[config.mk]
export PLATFORM = sky130hd
export DESIGN_NAME = atbt_core
export DESIGN_NICKNAME = d
export VERILOG_FILES = /design/src/atbt_pkg.sv /design/src/atbt_core.sv /design/src/atbt_prescaler.sv /design/src/atbt_reload.sv
export VERILOG_INCLUDE_DIRS = /design/src
export SDC_FILE = /design/constraint.sdc
export NUM_CORES = 1
export LEC_CHECK = 0
export BUFFER_PORTS_ARGS = -buffer_cell sky130_fd_sc_hd__clkbuf_2
export CORE_MARGIN = 2
export CORE_UTILIZATION = 53
export CTS_BUF_LIST = sky130_fd_sc_hd__clkbuf_8
export DETAILED_ROUTE_END_ITERATION = 6
export GPL_ROUTABILITY_DRIVEN = 1
export PLACE_DENSITY = 0.73
export SLEW_MARGIN = 20
export SYNTH_ARGS = -nofsm -noshare
export SYNTH_HDL_FRONTEND = slang
export SYNTH_SLANG_ARGS = --single-unit
[constraint.sdc]
create_clock -name ref_clk -period 4.3 [get_ports ref_clk]
set_input_delay 0.215 -clock ref_clk [delete_from_list [all_inputs] [get_ports ref_clk]]
set_output_delay 0.215 -clock ref_clk [all_outputs]
set_load 0.005 [all_outputs]
[src/atbt_consts.svh]
// Constants of the timer time base: access selects, reset values, widths.
// Assumes inclusion by the package and by every design module of the block.
`ifndef ATBT_CONSTS_SVH
`define ATBT_CONSTS_SVH

// Byte access selects on the register port
`define ATBT_SEL_CNTH 3'h0
`define ATBT_SEL_CNTL 3'h1
`define ATBT_SEL_PSCH 3'h2
`define ATBT_SEL_PSCL 3'h3
`define ATBT_SEL_ARRH 3'h4
`define ATBT_SEL_ARRL 3'h5
`define ATBT_SEL_RCR  3'h6

// Widths
`define ATBT_CNT_W  16
`define ATBT_BYTE_W 8

// Reset values
`define ATBT_CNT_RST  16'h0000
`define ATBT_PSC_RST  16'h0000
`define ATBT_ARR_RST  16'hFFFF
`define ATBT_RCR_RST  8'h00
`define ATBT_BYTE_RST 8'h00

// Byte field positions inside a 16-bit value
`define ATBT_HI_MSB 15
`define ATBT_HI_LSB 8
`define ATBT_LO_MSB 7
`define ATBT_LO_LSB 0

`endif

[src/atbt_pkg.sv]
// Types shared by the timer time base modules.
// Assumes the constants header is on the include path.
`include "atbt_consts.svh"

package atbt_pkg;

  // Byte register selected by a read or a write
  typedef enum logic [2:0] {
    ATBT_CNTH = `ATBT_SEL_CNTH,
    ATBT_CNTL = `ATBT_SEL_CNTL,
    ATBT_PSCH = `ATBT_SEL_PSCH,
    ATBT_PSCL = `ATBT_SEL_PSCL,
    ATBT_ARRH = `ATBT_SEL_ARRH,
    ATBT_ARRL = `ATBT_SEL_ARRL,
    ATBT_RCR  = `ATBT_SEL_RCR,
    ATBT_NONE = 3'h7
  } atbt_sel_t;

endpackage

[src/atbt_core.sv]
// Time base of a 16-bit advanced control timer: counter, prescaler, reload.
// Assumes all controls and byte strobes come from logic on ref_clk.
//
// Notes on behaviour
// - Counter clock is input clock over prescaler+1.
// - Counter, prescaler, reload, repetition are read/write.
// - Preload on: reload shadow changes at update.
// - Preload off: reload write reaches shadow immediately.
// - Update from wrap, forced update or trigger.
// - Update inhibit suppresses every update event.
// - Count enable follows run bit one cycle later.
// - Counter byte writes act directly, even running.
// - High byte read latches low byte for later.
// - Reload high write blocks transfer until low.
// - Prescaler word loads when low byte written.
// - New prescaler applies after next update event.
// - Prescaler reads return held high byte and preload low byte.
// - Up count to reload value, wrap, overflow.
// - Forced update restarts counter and prescaler.
// - Source select hides flag for forced update.
// - Update copies preloads and sets the flag.
`include "atbt_consts.svh"

module atbt_core
  import atbt_pkg::*;
#(
  parameter int CNT_W = `ATBT_CNT_W
) (
  input  wire logic             ref_clk,
  input  wire logic             rst,
  input  wire logic             counterRunEnable,
  input  wire logic             reloadPreloadEnable,
  input  wire logic             updateInhibit,
  input  wire logic             updateRequestSourceSelect,
  input  wire logic             forceUpdateBit,
  input  wire logic             triggerEvent,
  input  wire logic             updateFlagClear,
  input  wire logic             wrEn,
  input  wire logic             rdEn,
  input  wire atbt_sel_t        regSel,
  input  wire logic [7:0]       wrData,
  output logic      [7:0]       rdData_r,
  output logic      [CNT_W-1:0] counterValue_r,
  output logic                  internalCountEnable_r,
  output logic                  dividedCounterClock_r,
  output logic                  overflow_r,
  output logic                  updateEvent_r,
  output logic                  updateFlag_r
);

  if (CNT_W != 16) begin : gWidthCheck
    $error("atbt_core: byte access logic serves a 16-bit counter only");
  end

  logic [15:0] counter_nxt;
  logic [7:0]  lowLatch_r;
  logic        latchHeld_r;
  logic [7:0]  pscHold_r;
  logic [15:0] pscPreload_r;
  logic [7:0]  repCount_r;
  logic [7:0]  rd_nxt;
  logic        cntTick;
  logic [15:0] pscDivision;
  logic [15:0] arrPreload;
  logic [15:0] arrShadow;
  logic        arrBlocked;

  // Byte strobe decode
  logic wrCntH;
  logic wrCntL;
  logic wrPscH;
  logic wrPscL;
  logic wrArrH;
  logic wrArrL;
  logic wrRcr;
  logic rdCntH;
  logic rdCntL;
  assign wrCntH = wrEn && (regSel == ATBT_CNTH);
  assign wrCntL = wrEn && (regSel == ATBT_CNTL);
  assign wrPscH = wrEn && (regSel == ATBT_PSCH);
  assign wrPscL = wrEn && (regSel == ATBT_PSCL);
  assign wrArrH = wrEn && (regSel == ATBT_ARRH);
  assign wrArrL = wrEn && (regSel == ATBT_ARRL);
  assign wrRcr  = wrEn && (regSel == ATBT_RCR);
  assign rdCntH = rdEn && (regSel == ATBT_CNTH);
  assign rdCntL = rdEn && (regSel == ATBT_CNTL);

  // Update sources, inhibit and flag qualification
  logic forceRestart;
  logic wrapHit;
  logic updateNow;
  logic flagSet;
  assign forceRestart = forceUpdateBit || triggerEvent;
  assign wrapHit      = cntTick && (counterValue_r == arrShadow);
  assign updateNow    = !updateInhibit && (wrapHit || forceRestart);
  assign flagSet      = updateNow &&
                        (wrapHit || triggerEvent || !updateRequestSourceSelect);

  // Counter next value: restart, then direct writes, then counting
  assign counter_nxt =
    forceRestart ? `ATBT_CNT_RST :
    wrCntH       ? {wrData, counterValue_r[`ATBT_LO_MSB:`ATBT_LO_LSB]} :
    wrCntL       ? {counterValue_r[`ATBT_HI_MSB:`ATBT_HI_LSB], wrData} :
    wrapHit      ? `ATBT_CNT_RST :
    cntTick      ? counterValue_r + 16'h0001 : counterValue_r;

  // Read data selection; prescaler bytes come from the preload side
  assign rd_nxt =
    (regSel == ATBT_CNTH) ? counterValue_r[`ATBT_HI_MSB:`ATBT_HI_LSB] :
    (regSel == ATBT_CNTL) ? (latchHeld_r ? lowLatch_r
                                         : counterValue_r[`ATBT_LO_MSB:`ATBT_LO_LSB]) :
    (regSel == ATBT_PSCH) ? pscHold_r :
    (regSel == ATBT_PSCL) ? pscPreload_r[`ATBT_LO_MSB:`ATBT_LO_LSB] :
    (regSel == ATBT_ARRH) ? arrPreload[`ATBT_HI_MSB:`ATBT_HI_LSB] :
    (regSel == ATBT_ARRL) ? arrPreload[`ATBT_LO_MSB:`ATBT_LO_LSB] :
    (regSel == ATBT_RCR)  ? repCount_r : `ATBT_BYTE_RST;

  // Divided clock generator
  atbt_prescaler #(
    .PSC_W (16)
  ) uPrescaler (
    .ref_clk       (ref_clk),
    .rst           (rst),
    .countEnable   (internalCountEnable_r),
    .restart       (forceRestart),
    .reloadBuffer  (updateNow),
    .preloadValue  (pscPreload_r),
    .counterTick   (cntTick),
    .divisionValue (pscDivision)
  );

  // Auto-reload preload and shadow
  atbt_reload uReload (
    .ref_clk         (ref_clk),
    .rst             (rst),
    .preloadEnable   (reloadPreloadEnable),
    .writeHigh       (wrArrH),
    .writeLow        (wrArrL),
    .wrData          (wrData),
    .updateEvent     (updateNow),
    .preloadValue    (arrPreload),
    .shadowValue     (arrShadow),
    .transferBlocked (arrBlocked)
  );

  // Count enable trails the run bit by one cycle
  always_ff @(posedge ref_clk or posedge rst) begin
    if (rst) internalCountEnable_r <= 1'b0;
    else     internalCountEnable_r <= counterRunEnable;
  end

  // Counter register
  always_ff @(posedge ref_clk or posedge rst) begin
    if (rst) counterValue_r <= `ATBT_CNT_RST;
    else     counterValue_r <= counter_nxt;
  end

  // Low byte latch armed by a high byte read, released by the low read
  always_ff @(posedge ref_clk or posedge rst) begin
    if (rst) begin
      lowLatch_r  <= `ATBT_BYTE_RST;
      latchHeld_r <= 1'b0;
    end else if (rdCntH) begin
      lowLatch_r  <= counterValue_r[`ATBT_LO_MSB:`ATBT_LO_LSB];
      latchHeld_r <= 1'b1;
    end else if (rdCntL) begin
      latchHeld_r <= 1'b0;
    end
  end

  // Prescaler preload: high byte held, word taken on the low byte
  always_ff @(posedge ref_clk or posedge rst) begin
    if (rst)         pscHold_r <= 8'(`ATBT_PSC_RST >> `ATBT_HI_LSB);
    else if (wrPscH) pscHold_r <= wrData;
  end

  always_ff @(posedge ref_clk or posedge rst) begin
    if (rst)         pscPreload_r <= `ATBT_PSC_RST;
    else if (wrPscL) pscPreload_r <= {pscHold_r, wrData};
  end

  // Repetition count, stored for software only
  always_ff @(posedge ref_clk or posedge rst) begin
    if (rst)        repCount_r <= `ATBT_RCR_RST;
    else if (wrRcr) repCount_r <= wrData;
  end

  // Read data register
  always_ff @(posedge ref_clk or posedge rst) begin
    if (rst)       rdData_r <= `ATBT_BYTE_RST;
    else if (rdEn) rdData_r <= rd_nxt;
  end

  // Registered event outputs
  always_ff @(posedge ref_clk or posedge rst) begin
    if (rst) begin
      dividedCounterClock_r <= 1'b0;
      overflow_r            <= 1'b0;
      updateEvent_r         <= 1'b0;
    end else begin
      dividedCounterClock_r <= cntTick;
      overflow_r            <= wrapHit;
      updateEvent_r         <= updateNow;
    end
  end

  // Sticky update flag; a new event wins over a clear in the same cycle
  always_ff @(posedge ref_clk or posedge rst) begin
    if (rst)                  updateFlag_r <= 1'b0;
    else if (flagSet)         updateFlag_r <= 1'b1;
    else if (updateFlagClear) updateFlag_r <= 1'b0;
  end
endmodule // atbt_core

[src/atbt_prescaler.sv]
// Prescaler of the time base: division buffer and internal tick counter.
// Assumes one clock, enables from the same domain, preload held by the parent.
`include "atbt_consts.svh"

module atbt_prescaler #(
  parameter int PSC_W = `ATBT_CNT_W
) (
  input  wire logic             ref_clk,
  input  wire logic             rst,
  input  wire logic             countEnable,
  input  wire logic             restart,
  input  wire logic             reloadBuffer,
  input  wire logic [PSC_W-1:0] preloadValue,
  output logic                  counterTick,
  output logic      [PSC_W-1:0] divisionValue
);

  logic [PSC_W-1:0] tickCount_r;
  logic [PSC_W-1:0] tickCount_nxt;
  logic [PSC_W-1:0] divBuf_r;

  if (PSC_W < 1 || PSC_W > 32) begin : gWidthCheck
    $error("atbt_prescaler: PSC_W must lie in 1..32");
  end

  // One divided-clock enable each time the count reaches the buffered value
  assign counterTick   = countEnable && !restart && (tickCount_r == divBuf_r);
  assign tickCount_nxt = restart     ? '0 :
                         counterTick ? '0 :
                         countEnable ? tickCount_r + 1'b1 : tickCount_r;
  assign divisionValue = divBuf_r;

  // Tick counter
  always_ff @(posedge ref_clk or posedge rst) begin
    if (rst) tickCount_r <= '0;
    else     tickCount_r <= tickCount_nxt;
  end

  // Division buffer follows the preload only at an update event
  always_ff @(posedge ref_clk or posedge rst) begin
    if (rst)               divBuf_r <= '0;
    else if (reloadBuffer) divBuf_r <= preloadValue;
  end
endmodule // atbt_prescaler

[src/atbt_reload.sv]
// Auto-reload value: byte-wise preload, shadow copy and transfer blocking.
// Assumes byte strobes and update event come from logic on the same clock.
`include "atbt_consts.svh"

module atbt_reload (
  input  wire logic        ref_clk,
  input  wire logic        rst,
  input  wire logic        preloadEnable,
  input  wire logic        writeHigh,
  input  wire logic        writeLow,
  input  wire logic [7:0]  wrData,
  input  wire logic        updateEvent,
  output logic      [15:0] preloadValue,
  output logic      [15:0] shadowValue,
  output logic             transferBlocked
);

  logic [7:0]  holdHigh_r;
  logic [15:0] preload_r;
  logic [15:0] shadow_r;
  logic        blocked_r;
  logic [15:0] fullWrite;
  logic        directLoad;
  logic        eventLoad;

  // Decode of the two load paths into the shadow copy
  assign fullWrite  = {holdHigh_r, wrData};
  assign directLoad = writeLow && !preloadEnable;
  assign eventLoad  = updateEvent && !blocked_r && !writeLow;

  // High byte waits in a holding byte and blocks the transfer
  always_ff @(posedge ref_clk or posedge rst) begin
    if (rst) begin
      holdHigh_r <= 8'(`ATBT_ARR_RST >> `ATBT_HI_LSB);
      blocked_r  <= 1'b0;
    end else if (writeHigh) begin
      holdHigh_r <= wrData;
      blocked_r  <= 1'b1;
    end else if (writeLow) begin
      blocked_r  <= 1'b0;
    end
  end

  // Preload register takes the whole word on the low byte
  always_ff @(posedge ref_clk or posedge rst) begin
    if (rst)           preload_r <= `ATBT_ARR_RST;
    else if (writeLow) preload_r <= fullWrite;
  end

  // Shadow copy used by the counter
  always_ff @(posedge ref_clk or posedge rst) begin
    if (rst)             shadow_r <= `ATBT_ARR_RST;
    else if (directLoad) shadow_r <= fullWrite;
    else if (eventLoad)  shadow_r <= preload_r;
  end

  assign preloadValue    = preload_r;
  assign shadowValue     = shadow_r;
  assign transferBlocked = blocked_r;
endmodule // atbt_reload
Yosys cells after proc, flatten, opt, wreduce, memory -nomap -nowiden
Index checks and enable logic that the tools add are counted.
{"block": "classes", "n_eq_ne": 10, "n_addsub": 2, "magnitude_cmp": 0, "reduce_logical": 37, "mux": 24, "mul": 0, "n_div": 0, "n_shift": 0, "n_bitwise": 0}
{"operator": "$mux 16", "n": 10}
{"operator": "$mux 8", "n": 8}
{"operator": "$add 16x1->16 const B", "n": 2}
{"operator": "$eq 16x16->1", "n": 2}
{"operator": "$logic_and 1x1->1", "n": 17}
{"operator": "$eq 3x3->1 const B", "n": 3}
{"operator": "$reduce_bool 2->1", "n": 4}
{"operator": "$reduce_bool 4->1", "n": 2}
{"operator": "$eq 3x2->1 const B", "n": 2}
{"operator": "$logic_not 1->1", "n": 6}
{"operator": "$mux 1", "n": 6}
{"operator": "$logic_or 1x1->1", "n": 4}
{"operator": "$reduce_and 2->1", "n": 2}
{"operator": "$eq 3x1->1 const B", "n": 1}
{"operator": "$logic_not 3->1", "n": 1}
{"operator": "$ne 3x2->1 const B", "n": 1}
{"operator": "$reduce_bool 3->1", "n": 1}
{"operator": "$ne 2x1->1 const B", "n": 1}
{"block": "word_totals", "regBits": 143, "out_inout_bits": 29, "ram_bits": 0, "wordCells": 92, "n_memories": 0, "rom_bits": 0, "input_bits": 22, "latchBits": 0}

Longest topological paths before layout
{"block": "depth", "word_depth": 11, "ltp_mapped": 9, "ltp_nobuf": 7}

Modules after synthesis
Synthesis repeated with hierarchy kept, for this count alone.
{"block": "hier_totals", "cells_unflattened": 713, "area_unflattened_um2": 7626.1}
{"module": "atbt_core", "seq_area_each_um2": 1751.7, "instances": 1, "cells_per_inst": 379, "area_each_um2": 3844.9}
{"module": "atbt_reload", "seq_area_each_um2": 1076.0, "instances": 1, "cells_per_inst": 149, "area_each_um2": 1981.9}
{"module": "atbt_prescaler", "seq_area_each_um2": 800.8, "instances": 1, "cells_per_inst": 185, "area_each_um2": 1799.2}

Worst setup path before layout
OpenSTA, ideal clock, no wires.
{"block": "synth_timing", "path_type": "register to register", "startpoint": "reg counterValue_r[0]", "endpoint": "reg uPrescaler.divBuf_r[0] (netlist: uPrescaler.divisionValue[0])", "t_required_ns": 4.173, "setup_time_ns": 0.127, "n_path_buf": 3, "synth_period_minus_slack_ns": 2.378, "stages_incl_launch_ff": 10, "path_slack_ns": 1.922, "arrival_time_ns": 2.251, "cell_sequence": "dfrtp_1 > clkbuf_1 > xor2_1 > nor4_1 > nand4_1 > o31ai_4 > and2b_1 > buf_4 > buf_6 > mux2_1"}
{"block": "synth_via", "elab_chain_len": 4}
{"element": "start, declared", "line_no": "atbt_core.sv:43", "source": "output logic [CNT_W-1:0] counterValue_r,"}
{"element": "start signal, assigned", "line_no": "atbt_core.sv:154", "source": "if (rst) counterValue_r <= `ATBT_CNT_RST;"}
{"element": "start signal, assigned", "line_no": "atbt_core.sv:155", "source": "else counterValue_r <= counter_nxt;"}
{"element": "$eq 16x16->1", "line_no": "atbt_core.sv:94", "source": "assign wrapHit = cntTick && (counterValue_r == arrShadow);"}
{"element": "$logic_and 1x1->1", "line_no": "atbt_core.sv:94"}
{"element": "$logic_or 1x1->1", "line_no": "atbt_core.sv:95", "source": "assign updateNow = !updateInhibit && (wrapHit || forceRestart);"}
{"element": "$logic_and 1x1->1", "line_no": "atbt_core.sv:95"}
{"element": "via uPrescaler.reloadBuffer", "line_no": "atbt_prescaler.sv:12", "source": "input wire logic reloadBuffer,"}
{"element": "end signal, assigned", "line_no": "atbt_prescaler.sv:42", "source": "else if (reloadBuffer) divBuf_r <= preloadValue;"}
{"element": "end, declared", "line_no": "atbt_prescaler.sv:20", "source": "logic [PSC_W-1:0] divBuf_r;"}
The timed path passes the listed nets, and every way through them passes these cells.
A chain may end at the register's enable or synchronous reset.

Worst setup path in the final report
{"block": "layout_timing", "startpoint": "reg counterValue_r[5]", "endpoint": "reg uPrescaler.divBuf_r[11] (netlist: uPrescaler.divisionValue[11])"}
{"block": "layout_via", "elab_chain_len": 4}
{"element": "$eq 16x16->1", "line_no": "atbt_core.sv:94"}
{"element": "$logic_and 1x1->1", "line_no": "atbt_core.sv:94"}
{"element": "$logic_or 1x1->1", "line_no": "atbt_core.sv:95"}
{"element": "$logic_and 1x1->1", "line_no": "atbt_core.sv:95"}
No other way between the ends.

==> impl.org <==
** Place
- Post-place setup slack :: 0.8836 ns
- GPL Wtd Cong :: 0.9387
- Number of buffer cells added on primary ports :: 50
- Placed insts :: 811
- The wire-length estimate of the detail-placed layout is 12780 um.

** Synthesis
- Post-synth EDFFs :: 0
- #FFs+latches synth :: 143
- By area the synthesized netlist is led by sky130_fd_sc_hd__dfrtp_1, sky130_fd_sc_hd__dfstp_2, sky130_fd_sc_hd__mux2_2.
- Mapped cell area :: 7112 um^2
- When the netlist entered floorplanning its net count stood at 636.
- Distinct cell type count after synthesis :: 54
- The largest total area in the synthesized netlist belongs to sky130_fd_sc_hd__dfrtp_1.
- Fraction of registers with async set/reset :: 100.0%
- Top FF cell, synth :: sky130_fd_sc_hd__dfrtp_1
- Portion of the post-synthesis area used by sequential elements :: between 50% and 60%
- Counting every instance in the synthesized netlist gives 612.
- Number of warnings printed during yosys synthesis :: 0
- The synthesized design devotes to its leading area cell type 36.24% of total area.
- After synthesis, the mean cell area works out to approximately 12 um^2.

** Finish
- 0 antenna diodes ended up in the layout.
- Area of the multi-input gates :: roughly 3300 um^2
- Area growth from synthesis to final layout :: 11.14%
- Area taken by flip-flops and latches :: 3628 um^2
- The finished layout holds between 800 and 900 standard cells, fillers aside.
- Final-layout fill cell count :: ~1100
- Nets :: 680
- Cells with a size suffix above 1 make up 32.44% of the layout.

** Critical path
- For the worst setup path, the data required time is 4.65 ns.
- Of all nets on the critical path, the largest fanout is 17.
- Arrival time of the worst setup path :: between 3 and 4 ns
- The worst setup path is launched from a register.
- The critical path is of the register to register type.
- STA classifies the critical path endpoint as a register.

** Global routing
- The initial antenna violation count was 0.
- Leftover overflow at the end of global routing :: 0
- The via count of the first global-routing pass was 5057.
- First-pass GRT wire length :: 29240 um
- Entering global routing, the biggest net connects 111 pins.
- Across every metal layer, demand over resource in global routing totals 27.12%.

** Die
- Once the floorplan was initialized, standard cells occupied 53.92% of the core.
- Chip width :: 119.8 um
- The total area inside the core boundary comes to 13190 um^2.
- Number of placement rows :: 42
- The die covers 14360 um^2.
- From bottom edge to top edge, the die measures 119.8 um.
- Top-level I/O count :: 51

** STA
- Pin slew with the least headroom to its limit :: between 0.9 and 1 ns
- Setup violations remaining at the end of the flow were counted as 0.
- For the final database, setup skew stands at 0.009102 ns.
- Final Cycle Share :: 79.27%
- The number of hold violations in the final report is 29.
- Setup TNS :: 0 ns
- Relative max-transition margin :: 33.78%
- The number of max-slew violations in the final report was 0.
- Derived from the worst setup path, the maximum achievable clock frequency is 293.4 MHz.
- Post-route minimum period :: approximately 3.4 ns
- Worst-case setup margin in the final layout :: 0.8912 ns
- Final-layout worst hold slack :: -0.03225 ns
- Setup repair after global routing left no endpoint under its margin.

** CTS
- The clock reaches the later pin of the worst-skew pair after between 0.4 and 0.5 ns.
- The longest clock path from root to sink contains 2 buffers.
- Gates resized during post-CTS repair numbered 0.
- TritonCTS built the clock tree.
- Setup bufs post-CTS :: 0
- Cts-stage hold buffer count :: 2
- The H-tree was split into 4 levels.
- Clock sink total :: 143
- After clock tree synthesis, the clock-pin slew on the worst setup and hold paths is 0.08 ns.
- Inserted Clock Buffers :: 17
- The tree is rooted in a sky130_fd_sc_hd__clkbuf_8.

** Routing
- The routed layout has between 5000 and 6000 vias.
- The detail route stage leaves a number of antenna-violating nets equal to 0.
- Vias per cell :: approximately 6.2
- The pre-antenna-repair detailed-routing pass consisted of 5 iterations.
- Final Routed Wirelength :: 18330 um
- Drc violations :: 0
- Drt first-iter violations :: 539
- Average detailed-routed wire length per instance :: approximately 22 um

** Power
- Power consumption :: around 3600 uW
- Summed over all cells, the static leakage comes to 0.003587 uW.
- In this run the power density over the cells is 454.4 nW/um^2.
- IR Drop Worst-Case VDD :: 0.2445 mV

** Run status
- Result of the run :: finished with violations
- The checks that failed: hold timing.

** Flow run
- Max-cap violations in this run came to 0.

** Worst hold path
- The min-delay analysis places its worst path in the category input port to asynchronous set/reset pin.
-- registers in the layout, indices dropped and copies added (netlist names), 16 cells and up --
register / cells
counterValue_r: 16
pscPreload_r: 16
uPrescaler.divisionValue: 16
uPrescaler.tickCount_r: 16
uReload.preloadValue: 16
uReload.shadowValue: 16
-- cell usage after synthesis, drive strengths merged (3+ instances only) --
master,count
dfrtp,103
mux2,85
nand2,56
dfstp,40
xor2,39
o21ai,31
o211ai,26
nand3,23
clkbuf,22
inv,18
and3,17
nor2,15
a21o,10
buf,10
nor4,10
nor3b,9
a221o,8
mux2i,8
mux4,8
xnor2,7
nor3,6
and4,5
nand4,5
a22o,4
a31oi,4
and2,4
o21bai,4
o31ai,4
nand2b,3
nor2b,3
-- cells in the final DEF (no fill, tap or decap), types with 6 or more instances in the layout --
master / synthesis / routed
sky130_fd_sc_hd__clkbuf_8: 0 / 17
sky130_fd_sc_hd__mux4_2: 8 / 8
sky130_fd_sc_hd__inv_1: 18 / 20
sky130_fd_sc_hd__o21ai_0: 31 / 31
sky130_fd_sc_hd__clkbuf_2: 0 / 50
sky130_fd_sc_hd__and3_1: 17 / 17
sky130_fd_sc_hd__a21o_1: 10 / 10
sky130_fd_sc_hd__dfrtp_1: 103 / 103
sky130_fd_sc_hd__nand2_1: 56 / 56
sky130_fd_sc_hd__dfstp_2: 40 / 40
sky130_fd_sc_hd__nor2_1: 15 / 15
sky130_fd_sc_hd__nor3b_1: 9 / 9
sky130_fd_sc_hd__xnor2_1: 7 / 7
sky130_fd_sc_hd__nand3_1: 23 / 23
sky130_fd_sc_hd__mux2_2: 76 / 76
sky130_fd_sc_hd__mux2_1: 9 / 9
sky130_fd_sc_hd__xor2_1: 39 / 39
sky130_fd_sc_hd__nor4_1: 6 / 6
sky130_fd_sc_hd__a221o_1: 8 / 8
sky130_fd_sc_hd__o211ai_1: 26 / 26
sky130_fd_sc_hd__mux2i_1: 8 / 8
-- through the flow --
stage	utilization, %	cell area (um^2)
after floorplan	-	7112
after global placement	56.78	7490
after detailed placement	56.82	7495
after CTS	59.92	7904
after global routing	59.92	7904
final	59.92	7904
-- kinds of logic (layout without fill, tap and decap cells) --
family                     after synthesis  count (layout)  share of synthesized area, %
and+or+nand+nor                        164             164                         12.32
DFF                                    143             143                         51.02
AOI/OAI and AO/OA                      106             106                         10.68
muxes                                  101             101                         17.12
buffers and inverters                   50             107                         2.850
xor gates and xnor gates                46              46                         5.665
adders and majority gates                2               2                        0.3518
-- final timing paths --
| check | start | endpoint | slack [ns] | cells past startpoint |
|---|---|---|---|---|
| hold reg to reg | uReload.transferBlocked$_DFFE_PP0P_ | uReload.transferBlocked$_DFFE_PP0P_ | 0.48 | 1 |
| hold / removal | rst | overflow_r$_DFF_PP0_ | -0.03 | 2 |
| max in group asynchronous | rst | rdData_r[0]$_DFFE_PP0P_ | 3.30 | 3 |
| min in group ref_clk | updateInhibit | updateFlag_r$_DFFE_PP0P_ | 0.01 | 2 |
| setup reg to reg | counterValue_r[5]$_DFFE_PP0P_ | uPrescaler.divisionValue[11]$_DFFE_PP0P_ | 0.89 | 6 |
| setup / recovery | counterValue_r[5]$_DFFE_PP0P_ | uPrescaler.divisionValue[11]$_DFFE_PP0P_ | 0.89 | 6 |
-- layer usage --
metal	share of wire (%)	up-vias	track usage (%)
met2	47	182	41.39
li1	-	2313	-
met1	44	2672	38.73
met4	2.5	0	10.15
met5	0	-	0
met3	6.1	43	5.228
-- report_power, final --
| group | total, uW | switching, uW | internal [uW] |
|---|---|---|---|
| clock | 1060 | 503 | 559 |
| sequential | 1920 | 224 | 1700 |
| combinational | 609 | 297 | 311 |
| total | 3590 | 1020 | 2570 |
-- critical path, cell delays in order, from the launching register on --
cell	delay, ns
sky130_fd_sc_hd__dfrtp_1	0.52
sky130_fd_sc_hd__xor2_1	0.21
sky130_fd_sc_hd__nor4_1	0.42
sky130_fd_sc_hd__nand4_1	0.35
sky130_fd_sc_hd__o31ai_4	0.69
sky130_fd_sc_hd__and2b_1	0.68
sky130_fd_sc_hd__mux2_2	0.41
-- area by class of cell --
| class | instances | area share [%] |
|---|---|---|
| clock inverters | 15 | 1.963 |
| clock buffers | 17 | 2.960 |
| inverters | 18 | 0.9182 |
| well taps | 176 | 2.786 |
| repair buffers | 57 | 3.894 |
| flip-flops and latches | 143 | 45.91 |
| multi-input cells | 419 | 41.57 |
Power figures use the tool's default switching activity.
